==> src/rtl/ldds_pkg.sv <==
/*
 * Shared constants and types of the loop detector diagnostic and
 * synchronisation block: register offsets, field positions, reset values,
 * alignment cause codes, sync roles and timing counts.
 * Assumes a 100 MHz system clock.
 */
package ldds_pkg;

    // ************************************************************
    // Register offsets (word index on the plain register port)
    // ************************************************************
    localparam logic [5:0] A_CTRL    = 6'h00;
    localparam logic [5:0] A_CMD     = 6'h01;
    localparam logic [5:0] A_STATUS  = 6'h02;
    localparam logic [5:0] A_RSTCAU  = 6'h03;
    localparam logic [5:0] A_RSTCNT  = 6'h04;
    localparam logic [5:0] A_CYCLE   = 6'h05;
    localparam logic [5:0] A_ADDRINF = 6'h06;
    localparam logic [5:0] A_THRESH  = 6'h08;
    localparam logic [5:0] A_ALIGN   = 6'h0C;
    localparam logic [5:0] A_HOLD    = 6'h10;
    localparam logic [5:0] A_PEAK    = 6'h14;
    localparam logic [5:0] A_CAUSE   = 6'h18;
    localparam logic [5:0] A_INDUCT  = 6'h1C;

    // ************************************************************
    // Field positions and reset values
    // ************************************************************
    localparam int         CTRL_ROLE_BIT  = 0;
    localparam int         CTRL_HINF_BIT  = 1;
    localparam int         CMD_CLR_BIT    = 0;
    localparam int         CMD_ALIGN_BIT  = 1;
    localparam logic       RST_HOLD_INF   = 1'b1;
    localparam logic       RST_LED        = 1'b1;
    localparam logic [15:0] CNT_MAX       = 16'hFFFF;
    localparam logic [15:0] INDUCT_STEP   = 16'h000A;

    // ************************************************************
    // Timing
    // ************************************************************
    localparam int CLK_PERIOD_NS  = 10;
    localparam int BLINK_HALF_NS  = 1000000000;
    localparam int SILENCE_NS     = 20000000;
    localparam int RESTART_NS     = 1000000;
    localparam int RESTART_DET_NS = 500000;
    localparam int MS_NS          = 1000000;
    localparam int BLINK_HALF_CYC = BLINK_HALF_NS / CLK_PERIOD_NS;
    localparam int SILENCE_CYC    = SILENCE_NS / CLK_PERIOD_NS;
    localparam int RESTART_CYC    = RESTART_NS / CLK_PERIOD_NS;
    localparam int RESTART_DET_CYC =
        (RESTART_DET_NS + CLK_PERIOD_NS - 1) / CLK_PERIOD_NS;
    localparam int MS_CYC         = MS_NS / CLK_PERIOD_NS;

    // ************************************************************
    // Types
    // ************************************************************
    typedef enum logic [2:0] {
        C_OVERRANGE = 3'h0,
        C_NORM      = 3'h1,
        C_PARTNER   = 3'h2,
        C_HOLD      = 3'h3,
        C_USER      = 3'h4,
        C_SYNC      = 3'h5,
        C_MUTUAL    = 3'h6
    } ldds_cause_e;

    typedef enum logic [1:0] {
        SY_SLAVE  = 2'h0,
        SY_MASTER = 2'h1
    } ldds_sync_e;

endpackage : ldds_pkg

==> src/rtl/ldds_top.sv <==
/*
 * Diagnostic and synchronisation logic of a four-channel loop detector.
 * Assumes all inputs synchronous to CLOCK, a measurement engine that takes
 * MEAS_START/MEAS_CH and answers MEAS_DONE, and an open-drain sync line
 * whose wired level returns on SYNC_I.
 */
// Implementation choices: the strobed register port and the register addresses.
`timescale 1ns/1ns

module ldds_top #(
    parameter int BLINK_HALF = ldds_pkg::BLINK_HALF_CYC,
    parameter int SILENCE    = ldds_pkg::SILENCE_CYC,
    parameter int RESTART    = ldds_pkg::RESTART_CYC,
    parameter int RESTART_DET = ldds_pkg::RESTART_DET_CYC,
    parameter int MS_TICKS   = ldds_pkg::MS_CYC
) (
    input  wire logic        CLOCK,
    input  wire logic        SYS_RST,
    input  wire logic [5:0]  ADDR,
    input  wire logic [15:0] WDATA,
    input  wire logic        WR,
    input  wire logic        RD,
    output logic      [15:0] RDATA,
    output logic      [1:0]  RPAR,
    input  wire logic [63:0] DETUNE,
    input  wire logic [63:0] INDUCT,
    input  wire logic [3:0]  FAULT,
    input  wire logic [3:0]  OVERRANGE,
    input  wire logic [3:0]  NORM_BAD,
    input  wire logic [3:0]  HOLD_EV,
    input  wire logic [3:0]  STUCK,
    input  wire logic        RST_EVENT,
    input  wire logic [7:0]  RST_CAUSE,
    input  wire logic [3:0]  DIP_SW,
    input  wire logic        MEAS_DONE,
    output logic             MEAS_START,
    output logic      [1:0]  MEAS_CH,
    input  wire logic        SYNC_I,
    output logic             SYNC_O,
    output logic             SYNC_OE,
    output logic      [3:0]  OCC_OUT,
    output logic      [3:0]  ALIGN_REQ,
    output logic             LED_FUNC,
    output logic             TERM_EN
);
    import ldds_pkg::*;

    // ************************************************************
    // State
    // ************************************************************
    typedef struct packed {
        logic                   role;
        logic                   hold_inf;
        logic [3:0][15:0]       thresh;
        logic [3:0]             occ;
        logic [3:0]             fault;
        logic [3:0]             hist;
        logic [3:0]             align;
        ldds_cause_e [3:0]      cause;
        logic [3:0][15:0]       align_cnt;
        logic [3:0][15:0]       hold_cnt;
        logic [3:0][15:0]       peak;
        logic [7:0]             rst_cause;
        logic [15:0]            rst_cnt;
        logic [15:0]            rdata;
        logic [1:0]             rpar;
        logic [3:0]             dip;
        logic                   dip_done;
        ldds_sync_e             sy;
        logic                   synced;
        logic                   sync_prev;
        logic                   sync_oe;
        logic [31:0]            restart;
        logic [31:0]            low_cnt;
        logic [31:0]            silence;
        logic [31:0]            pre;
        logic [31:0]            blink;
        logic [15:0]            ms;
        logic [15:0]            cycle_ms;
        logic [1:0]             ch;
        logic                   busy;
        logic                   sync_meas;
        logic                   meas_start;
        logic                   led;
    } ldds_state_s;

    ldds_state_s st_q;
    ldds_state_s st_d;
    logic        clr;
    logic        usr;
    logic        sync_fall;
    logic        sync_rise;
    logic        sync_align;
    logic        phase_rst;
    logic        advance;
    logic        locked;
    logic [3:0]  fault_rise;
    logic [15:0] det;
    logic [15:0] ind;
    logic [2:0]  sys0;
    logic [3:0]  sys1;

    function automatic logic [15:0] sat_inc(input logic [15:0] v);
        return (v == CNT_MAX) ? v : v + 16'h0001;
    endfunction : sat_inc

    // ************************************************************
    // Next state
    // ************************************************************
    always_comb begin
        st_d            = st_q;
        st_d.align      = 4'h0;
        st_d.meas_start = 1'b0;
        st_d.rdata      = 16'h0000;
        clr        = WR && (ADDR == A_CMD) && WDATA[CMD_CLR_BIT];
        usr        = WR && (ADDR == A_CMD) && WDATA[CMD_ALIGN_BIT];
        sync_fall  = st_q.sync_prev & ~SYNC_I;
        sync_rise  = ~st_q.sync_prev & SYNC_I;
        sync_align = 1'b0;
        phase_rst  = 1'b0;
        advance    = 1'b0;
        fault_rise = FAULT & ~st_q.fault;
        det        = 16'h0000;
        ind        = 16'h0000;
        st_d.sync_prev = SYNC_I;

        // switches latched once after reset release
        if (!st_q.dip_done) begin
            st_d.dip      = DIP_SW;
            st_d.dip_done = 1'b1;
        end

        // role and hold setting change without any reset
        if (WR && (ADDR == A_CTRL)) begin
            st_d.hold_inf = WDATA[CTRL_HINF_BIT];
            // a synced slave keeps its role
            if (WDATA[CTRL_ROLE_BIT] && !st_q.role && !st_q.synced) begin
                st_d.role    = 1'b1;
                st_d.sy      = SY_MASTER;
                st_d.restart = 32'(RESTART);
            end else if (!WDATA[CTRL_ROLE_BIT] && st_q.role) begin
                st_d.role    = 1'b0;
                st_d.sy      = SY_SLAVE;
                st_d.restart = 32'h0;
            end
        end
        if (WR && (ADDR >= A_THRESH) && (ADDR < A_ALIGN)) begin
            st_d.thresh[ADDR[1:0]] = WDATA;
        end

        // Millisecond clock for the cycle time.
        if (st_q.pre >= 32'(MS_TICKS - 1)) begin
            st_d.pre = 32'h0;
            st_d.ms  = sat_inc(st_q.ms);
        end else begin
            st_d.pre = st_q.pre + 32'h1;
        end
        if (MEAS_DONE) begin
            st_d.busy      = 1'b0;
            st_d.sync_meas = 1'b0;
        end

        // master times the steps, slaves follow the line
        case (st_q.sy)
            SY_MASTER: begin
                if (st_q.restart != 32'h0) begin
                    st_d.restart = st_q.restart - 32'h1;
                    if (st_q.restart == 32'h1) begin
                        phase_rst = 1'b1;
                        st_d.ch   = 2'h3;
                    end
                // line stays low until the slowest is done
                end else if (!st_q.busy && !st_q.meas_start && SYNC_I) begin
                    advance = 1'b1;
                end
            end
            default: begin
                st_d.low_cnt = SYNC_I ? 32'h0 : st_q.low_cnt + 32'h1;
                st_d.silence = sync_fall ? 32'h0 : st_q.silence + 32'h1;
                // realign on sync start and on sync end
                if (sync_rise && st_q.low_cnt >= 32'(RESTART_DET)) begin
                    st_d.synced = 1'b1;
                    sync_align  = 1'b1;
                    phase_rst   = 1'b1;
                    st_d.ch     = 2'h3;
                end else if (st_q.synced &&
                             st_q.silence >= 32'(SILENCE)) begin
                    st_d.synced = 1'b0;
                    sync_align  = 1'b1;
                end else if (st_q.synced) begin
                    advance = sync_fall;
                end else begin
                    advance = !st_q.busy && !st_q.meas_start;
                end
            end
        endcase

        if (advance) begin
            st_d.ch         = st_q.ch + 2'h1;
            st_d.meas_start = 1'b1;
            st_d.busy       = 1'b1;
            st_d.sync_meas  = st_q.synced;
            // cycle time is the span of all four slots
            if (st_q.ch == 2'h3) begin
                st_d.cycle_ms = st_q.ms;
                st_d.ms       = 16'h0;
                st_d.pre      = 32'h0;
            end
        end
        locked = (st_q.sy == SY_MASTER) ? (st_q.restart == 32'h0)
                                        : st_q.synced;
        // A slave pulls only for a slot that the master started. A free-run
        // measurement still running at lock must not pull, or the slave
        // would read its own fall as a master step.
        st_d.sync_oe = (st_q.sy == SY_MASTER) ?
                       ((st_d.restart != 32'h0) || st_d.busy) :
                       (st_d.synced && st_d.sync_meas);

        // 0.5 Hz blink, master phase inverted
        if (phase_rst) begin
            st_d.blink = 32'h0;
            st_d.led   = (st_q.sy != SY_MASTER);
        end else if (!locked) begin
            st_d.blink = 32'h0;
            st_d.led   = RST_LED;
        end else if (st_q.blink >= 32'(BLINK_HALF - 1)) begin
            st_d.blink = 32'h0;
            st_d.led   = ~st_q.led;
        end else begin
            st_d.blink = st_q.blink + 32'h1;
        end

        // clear first, so an event in the same cycle survives
        if (clr) begin
            st_d.align_cnt = '0;
            st_d.hold_cnt  = '0;
            st_d.peak      = '0;
            st_d.cause     = {4{C_OVERRANGE}};
            st_d.rst_cause = 8'h00;
            st_d.rst_cnt   = 16'h0000;
        end
        // bit-coded cause of the latest reset
        if (RST_EVENT) begin
            st_d.rst_cause = RST_CAUSE;
            st_d.rst_cnt   = sat_inc(st_d.rst_cnt);
        end

        for (int i = 0; i < 4; i++) begin
            det = DETUNE[i*16 +: 16];
            st_d.fault[i] = FAULT[i];
            st_d.hist[i]  = st_q.hist[i] | FAULT[i];
            if (det > st_q.thresh[i]) begin
                st_d.occ[i] = 1'b1;
            end else if (det < st_q.thresh[i]) begin
                st_d.occ[i] = 1'b0;
            end
            st_d.align[i] = 1'b1;
            if (OVERRANGE[i]) begin
                st_d.cause[i] = C_OVERRANGE;
            end else if (NORM_BAD[i]) begin
                st_d.cause[i] = C_NORM;
            end else if (fault_rise[i ^ 1]) begin
                st_d.cause[i] = C_PARTNER;
            // infinite hold time blocks hold events
            end else if (HOLD_EV[i] && !st_q.hold_inf) begin
                st_d.cause[i] = C_HOLD;
            end else if (usr) begin
                st_d.cause[i] = C_USER;
            end else if (sync_align) begin
                st_d.cause[i] = C_SYNC;
            end else if (STUCK[i] || STUCK[i ^ 1]) begin
                st_d.cause[i] = C_MUTUAL;
            end else begin
                st_d.align[i] = 1'b0;
            end
            if (st_d.align[i]) begin
                st_d.align_cnt[i] = sat_inc(st_d.align_cnt[i]);
            end
            if (HOLD_EV[i] && !st_q.hold_inf) begin
                st_d.hold_cnt[i] = sat_inc(st_d.hold_cnt[i]);
            end
            if (st_d.align[i]) begin
                st_d.peak[i] = 16'h0000;
            end else if (det > st_d.peak[i]) begin
                st_d.peak[i] = det;
            end
        end

        // zero disables, systems take ascending addresses
        sys0 = st_q.dip[3:1];
        sys1 = (sys0 == 3'h0) ? 4'h0 : {1'b0, sys0} + 4'h1;

        if (RD) begin
            ind = INDUCT[ADDR[1:0]*16 +: 16];
            if (ADDR == A_CTRL) begin
                st_d.rdata = {14'h0, st_q.hold_inf, st_q.role};
            end else if (ADDR == A_STATUS) begin
                st_d.rdata = {2'h0, locked, st_q.role, st_q.hist,
                              st_q.fault, st_q.occ};
            end else if (ADDR == A_RSTCAU) begin
                st_d.rdata = {8'h00, st_q.rst_cause};
            end else if (ADDR == A_RSTCNT) begin
                st_d.rdata = st_q.rst_cnt;
            end else if (ADDR == A_CYCLE) begin
                st_d.rdata = st_q.cycle_ms;
            end else if (ADDR == A_ADDRINF) begin
                st_d.rdata = {6'h0, st_q.dip[0], (sys0 != 3'h0),
                              sys1, 1'b0, sys0};
            end else if (ADDR[5:2] == A_THRESH[5:2]) begin
                st_d.rdata = st_q.thresh[ADDR[1:0]];
            end else if (ADDR[5:2] == A_ALIGN[5:2]) begin
                st_d.rdata = st_q.align_cnt[ADDR[1:0]];
            end else if (ADDR[5:2] == A_HOLD[5:2]) begin
                st_d.rdata = st_q.hold_cnt[ADDR[1:0]];
            end else if (ADDR[5:2] == A_PEAK[5:2]) begin
                st_d.rdata = st_q.peak[ADDR[1:0]];
            end else if (ADDR[5:2] == A_CAUSE[5:2]) begin
                st_d.rdata = {13'h0, st_q.cause[ADDR[1:0]]};
            // rounded down to whole 10 uH steps
            end else if (ADDR[5:2] == A_INDUCT[5:2]) begin
                st_d.rdata = (ind / INDUCT_STEP) * INDUCT_STEP;
            end
        end
        // even parity for each byte of the answer
        st_d.rpar = {^st_d.rdata[15:8], ^st_d.rdata[7:0]};
    end

    // ************************************************************
    // Registers
    // ************************************************************
    always_ff @(posedge CLOCK or posedge SYS_RST) begin
        if (SYS_RST) begin
            st_q           <= '0;
            st_q.hold_inf  <= RST_HOLD_INF;
            st_q.sy        <= SY_SLAVE;
            st_q.sync_prev <= 1'b1;
            st_q.led       <= RST_LED;
        end else begin
            st_q <= st_d;
        end
    end

    assign RDATA      = st_q.rdata;
    assign RPAR       = st_q.rpar;
    assign MEAS_START = st_q.meas_start;
    assign MEAS_CH    = st_q.ch;
    // The sync line is open drain; only its enable ever moves.
    assign SYNC_O     = st_q.sync_prev & 1'b0;
    assign SYNC_OE    = st_q.sync_oe;
    assign OCC_OUT    = st_q.occ;
    assign ALIGN_REQ  = st_q.align;
    assign LED_FUNC   = st_q.led;
    assign TERM_EN    = st_q.dip[0];
endmodule : ldds_top

==> config.mk <==
export PLATFORM = sky130hd
export DESIGN_NAME = ldds_top
export DESIGN_NICKNAME = d
export VERILOG_FILES = /design/src/rtl/ldds_pkg.sv /design/src/rtl/ldds_top.sv
export SDC_FILE = /design/constraint.sdc
export NUM_CORES = 2
export LEC_CHECK = 0
export BUFFER_PORTS_ARGS = -buffer_cell sky130_fd_sc_hd__buf_2
export CELL_PAD_IN_SITES_DETAIL_PLACEMENT = 1
export CELL_PAD_IN_SITES_GLOBAL_PLACEMENT = 1
export CORE_AREA = 2 2 189 376
export CTS_BUF_LIST = sky130_fd_sc_hd__clkbuf_16
export CTS_CLUSTER_DIAMETER = 30
export DETAILED_ROUTE_END_ITERATION = 8
export DIE_AREA = 0 0 191 378
export HOLD_SLACK_MARGIN = 0.1
export MAX_ROUTING_LAYER = met4
export PLACE_DENSITY = 0.82
export SLEW_MARGIN = 20
export SYNTH_ARGS = -nofsm -noshare
export SYNTH_HDL_FRONTEND = slang
export SYNTH_SLANG_ARGS = --single-unit
export TNS_END_PERCENT = 50
==> constraint.sdc <==
create_clock -name CLOCK -period 17.7 [get_ports CLOCK]
set_input_delay 0.885 -clock CLOCK [delete_from_list [all_inputs] [get_ports CLOCK]]
set_output_delay 0.885 -clock CLOCK [all_outputs]
set_load 0.05 [all_outputs]
# After elaboration in Yosys (flattened, before gate mapping)
# Cells that the tools add are included.
[word_totals]
register_bits = 536
in_bits = 189
output_inout_bits = 33
[classes]
n_addsub = 17
multipliers = 1
div = 1
order_cmp = 20
eq_ne = 29
shifts = 1
mux = 159
bitwise_logic = 11
n_reduce_logical = 50
[op_table]
columns = ["operator", "count"]
rows = [
  ["$mux W16", 45],
  ["$mux W32", 14],
  ["$mux W228", 1],
  ["$add A16 B1 Y16 const B", 10],
  ["$eq A16 B16 Y1 const B", 10],
  ["$add A32 B1 Y32 const B", 4],
  ["$bmux W16 S2", 4],
  ["$gt A16 B16 Y1", 8],
  ["$mux W3", 29],
  ["$bwmux W64", 1],
  ["$lt A16 B16 Y1", 4],
  ["$reduce_bool A32 Y1", 2],
  ["$shiftx A64 B7 Y16", 1],
  ["$mux W1", 53],
  ["$mux W37", 1],
  ["$demux W16 S2", 1],
  ["$eq A32 B1 Y1 const B", 1],
  ["$ge A32 B16 Y1 const B", 1],
  ["$ge A32 B17 Y1 const B", 1],
  ["$ge A32 B21 Y1 const B", 1],
  ["$ge A32 B27 Y1 const B", 1],
  ["$logic_not A32 Y1", 1],
  ["$reduce_bool A8 Y1", 4],
  ["$sub A32 B1 Y32 const B", 1],
  ["37 further kinds", 90],
]

# Depth between registers and ports, before layout
[depth]
ltp_word = 17
mapped_depth = 43

# Worst setup path before layout
# Ideal clock, no wire load.
[synth_timing]
kind = "input-to-reg"
startpoint = "in ADDR[0]"
endpoint = "reg st_q (netlist bit RPAR[1])"
setup_time_ns = 0.130
arrival_time_ns = 8.036
t_required_ns = 17.570
path_slack_ns = 9.534
stages = 40
path_cell_list = "buf_6 mux4_2 or4b_1 a211o_1 nand3_2 buf_6 nor2_2 a211o_1 clkinv_2 nor3_4 or3_1 a31o_1 o21a_1 buf_6 o311a_1 o32a_1 and3_1 o31a_1 [4 not listed] inv_1 fa_1 nor2b_1 o21ai_0 nand2b_1 a21oi_1 o21bai_1 a21oi_1 o21bai_1 a21oi_1 nor2_1 nor2_1 xnor2_1 nand2_1 a311oi_1 xnor2_1 xnor2_1 xnor2_1"
[synth_rtl]
columns = ["element", "line_no", "source"]
rows = [
  ["start, declared", "ldds_top.sv:19", "input wire logic [5:0] ADDR,"],
  ["end signal, assigned", "ldds_top.sv:339", "st_q <= st_d;"],
  ["end, declared", "ldds_top.sv:87", "ldds_state_s st_q;"],
]

==> results.py <==
metrics = {
    "status": {
        "status": "finished, final reports clean",
    },
    "clocking": {
        "cts.sinks": 534,
        "clock_path_buffers": 3,
        "clkTransAtPathRegs_ps": 50,
        "h-tree-depth": 3,
        "cts_tree": "done",
        "clock-root-buffer": "clkbuf_16",
        "post_cts_buffers": 0,
        "cts_buffers": 91,
        "clock_latency_ps": 690,
        "cts-resized-gates": 0,
        "hold_buffers": 0,
    },
    "die": {
        "die_h_um": 378,
        "rows": 137,
        "initial_core_util_pct": 47.6,
        "die_w_um": 191,
        "core_mm2": 0.0694,
        "die_area_mm2": 0.0722,
        "io_pins": 222,
    },
    "layout": {
        "area.growth.synth_to_final_pct": 15.3,
        "layout.nets": 4052,
        "stdcell_count": 4676,
        "postLayoutCellArea_mm2": 0.0381,
        "drive_above_1_share_pct": 18.0,
    },
    "synth": {
        "synth_area_leaders": "dfrtp_1, ha_1, mux4_2",
        "syn-cell-area_mm2": 0.0330,
        "synth_ff_type": "dfrtp_1",
        "yosysTopAreaCell": "dfrtp_1",
        "synth.top_cells.by_count": "dfrtp_1, nand2_1, nor2_1, a21oi_1, ha_1",
        "seq_area_frac_synth_pct": 40.5,
        "syn_inst": 3514,
        "ys_seq_elements": 534,
        "ys_warn_count": 0,
        "synth_top_area_share_pct": 40.2,
        "synth_area_per_cell_um2": 9.40,
        "synth.distinct_cells": 94,
        "async_flop_share_pct": 100,
        "synth_most_common_cell": "dfrtp_1",
        "synth_edf_count": 0,
    },
    "worst_setup_path": {
        "worstPathRequired_ps": 18250,
        "crit_path_end_kind": "flop",
        "startpoint": "ADDR[1]",
        "crit_path_max_fanout": 32,
        "critPathKind": "input pin to flop",
        "worst_setup_path_start_kind": "input pin",
        "cp_slowest_cell": "mux4_2",
        "rr_endpoint": "SYNC_OE$_DFF_PP0_",
        "r2r_start": "st_q[171]$_DFF_PP0_",
        "ff2ff_path_depth": 13,
        "endpoint": "RPAR[1]$_DFF_PP0_",
        "crit_path_max_incr_delay_ps": 650,
        "arrival_ps": 10390,
        "crit_top_cell": "a21oi_1",
        "r2r_slack_ps": 12560,
    },
    "routing": {
        "topRoutingLayerUsed": "met4",
        "wirelength_mm": 114,
        "num_vias": 29100,
        "ant_nets": 0,
        "met2_length_mm": 54.6,
        "drc": 0,
        "wl_per_cell_um": 24.3,
        "first_iter_violations": 2262,
        "vias_per_cell": 6.23,
        "drt-met1-wl_mm": 45.7,
        "wl_met3_mm": 7.23,
        "first_pass_iters": 7,
    },
    "power_and_ir_drop": {
        "p_per_area_mw_per_mm2": 127,
        "p_clk_share_pct": 38.9,
        "internal_power_mw": 3.07,
        "switching_share_pct": 36.7,
        "ir_worst_vdd_mv": 0.0998,
        "p_sw_mw": 1.78,
        "pwr-share-comb_pct": 27.6,
        "leakagePower_nw": 16.9,
        "total_power_mw": 4.84,
        "seqPwrFrac_pct": 33.6,
    },
    "sta": {
        "slew_headroom_pct": 24.6,
        "timing.fmax_mhz": 102,
        "finalCritPeriodShare_pct": 55.6,
        "worstMarginPinSlew_ps": 1130,
        "hold_viol": 0,
        "finClkSkew_ps": 47.7,
        "fin_setup_tns_ps": 0,
        "setup_viol": 0,
        "slew_violations": 0,
        "hold_ws_ps": 371,
        "min_period_ps": 9840,
        "grt_setup_unrepaired": "no",
    },
    "global_routing": {
        "grt_max_degree": 183,
        "antenna_found_initial": 4,
        "grt_pass1_wl_mm": 178,
        "track_usage_pct": 32.7,
        "grt_pass1_vias": 30900,
        "grt_overflow_total": 0,
    },
    "placed_design": {
        "gp_congestion": 0.951,
        "place_area_mm2": 0.0348,
        "place.port_buffers": 216,
        "placed_cells": 4499,
        "dp_hpwl_mm": 79.0,
    },
    "min_path": {
        "min_path_type": "input pin to async pin",
    },
    "run": {
        "max-cap-violations": 0,
    },
}
-- layout by cell type, fill, tap and decap left out, drive strengths merged, types with 78 or more instances in the layout --
master  synthesis  final
nand4          98     98
o21ai         133    133
dfrtp         531    531
inv           115    142
mux4           78     78
buf            57    242
a21oi         208    208
or2            81     81
mux2           86     86
nand2         454    454
xnor2          88     88
clkbuf        122     93
nor2          315    315
nand3         115    115
ha            172    172
xor2          155    155
-- kinds of logic (layout without fill, tap and decap cells) --
family	count (synthesis)	after routing	share of synthesized area (%)
mux	196	196	9.22
flops	534	534	40.5
other cells	2	30	0.0227
simple gates	1472	1472	21.9
compound gates	598	598	11.5
xor+xnor	243	243	6.45
fa+ha+maj	174	174	6.61
buf+inv	295	526	3.77
-- registers in the layout, indices dropped and copies added (netlist names) --
signal / flops
OCC_OUT: 4
ALIGN_REQ: 4
MEAS_CH: 2
MEAS_START: 1
LED_FUNC: 1
st_q: 502
SYNC_OE: 1
TERM_EN: 1
RPAR: 2
RDATA: 16
-- worst min path at each step --
stage	startpoint	to	slack, ps
CTS	FAULT[2]	st_q[464]$_DFF_PP0_	330
finish	SYS_RST	st_q[267]$_DFF_PP0_	370
detailed placement	st_q[6]$_DFFE_PP0P_	st_q[6]$_DFFE_PP0P_	470
global placement	st_q[460]$_DFF_PP0_	st_q[460]$_DFF_PP0_	460
floorplan	st_q[460]$_DFF_PP0_	st_q[460]$_DFF_PP0_	440
global route	SYNC_I	st_q[199]$_DFF_PP1_	360
-- final cells by class --
type | instances | area (um2)
Fill cell | 7853 | 31400
Antenna cell | 8 | 20.0
Tap cell | 903 | 1130
Clock inverter | 75 | 921
Timing Repair Buffer | 242 | 1310
Clock buffer | 93 | 2330
Sequential cell | 534 | 13400
Inverter | 116 | 444
Multi-Input combinational cell | 2705 | 18500
-- power groups by stage --
stage	Sequential, mW	Clock [mW]	Combinational (mW)
after floorplan	1.55	0	0.958
after global placement	1.61	0	1.22
after detailed placement	1.62	0	1.29
after CTS	1.62	1.91	1.32
after global routing	1.64	1.96	1.47
final	1.63	1.88	1.34
-- per-layer routing --
layer | up-vias | global-route usage [%]
li1 | 12900 | -
met1 | 14800 | 39.8
met2 | 1119 | 52.4
met3 | 336 | 5.48
met4 | 0 | 16.3
met5 | - | -
-- stage by stage --
stage / worst slack (ps) / utilization (%)
finish: 7860 / 54.8
floorplan: 1900 / -
global placement: 7630 / 50.1
CTS: 8020 / 54.7
global route: 6930 / 54.8
detailed placement: 7290 / 50.1
-- critical path, delay by kind of cell --
family	cells	cell delay [ps]
AO/OA/AOI/OAI	19	4230
AND/OR/NAND/NOR	9	2460
XOR/XNOR	3	890
buffers and inverters	2	850
multiplexers	1	650
adder cells (fa/ha/maj)	2	390
(Power assumes the default switching activity.)
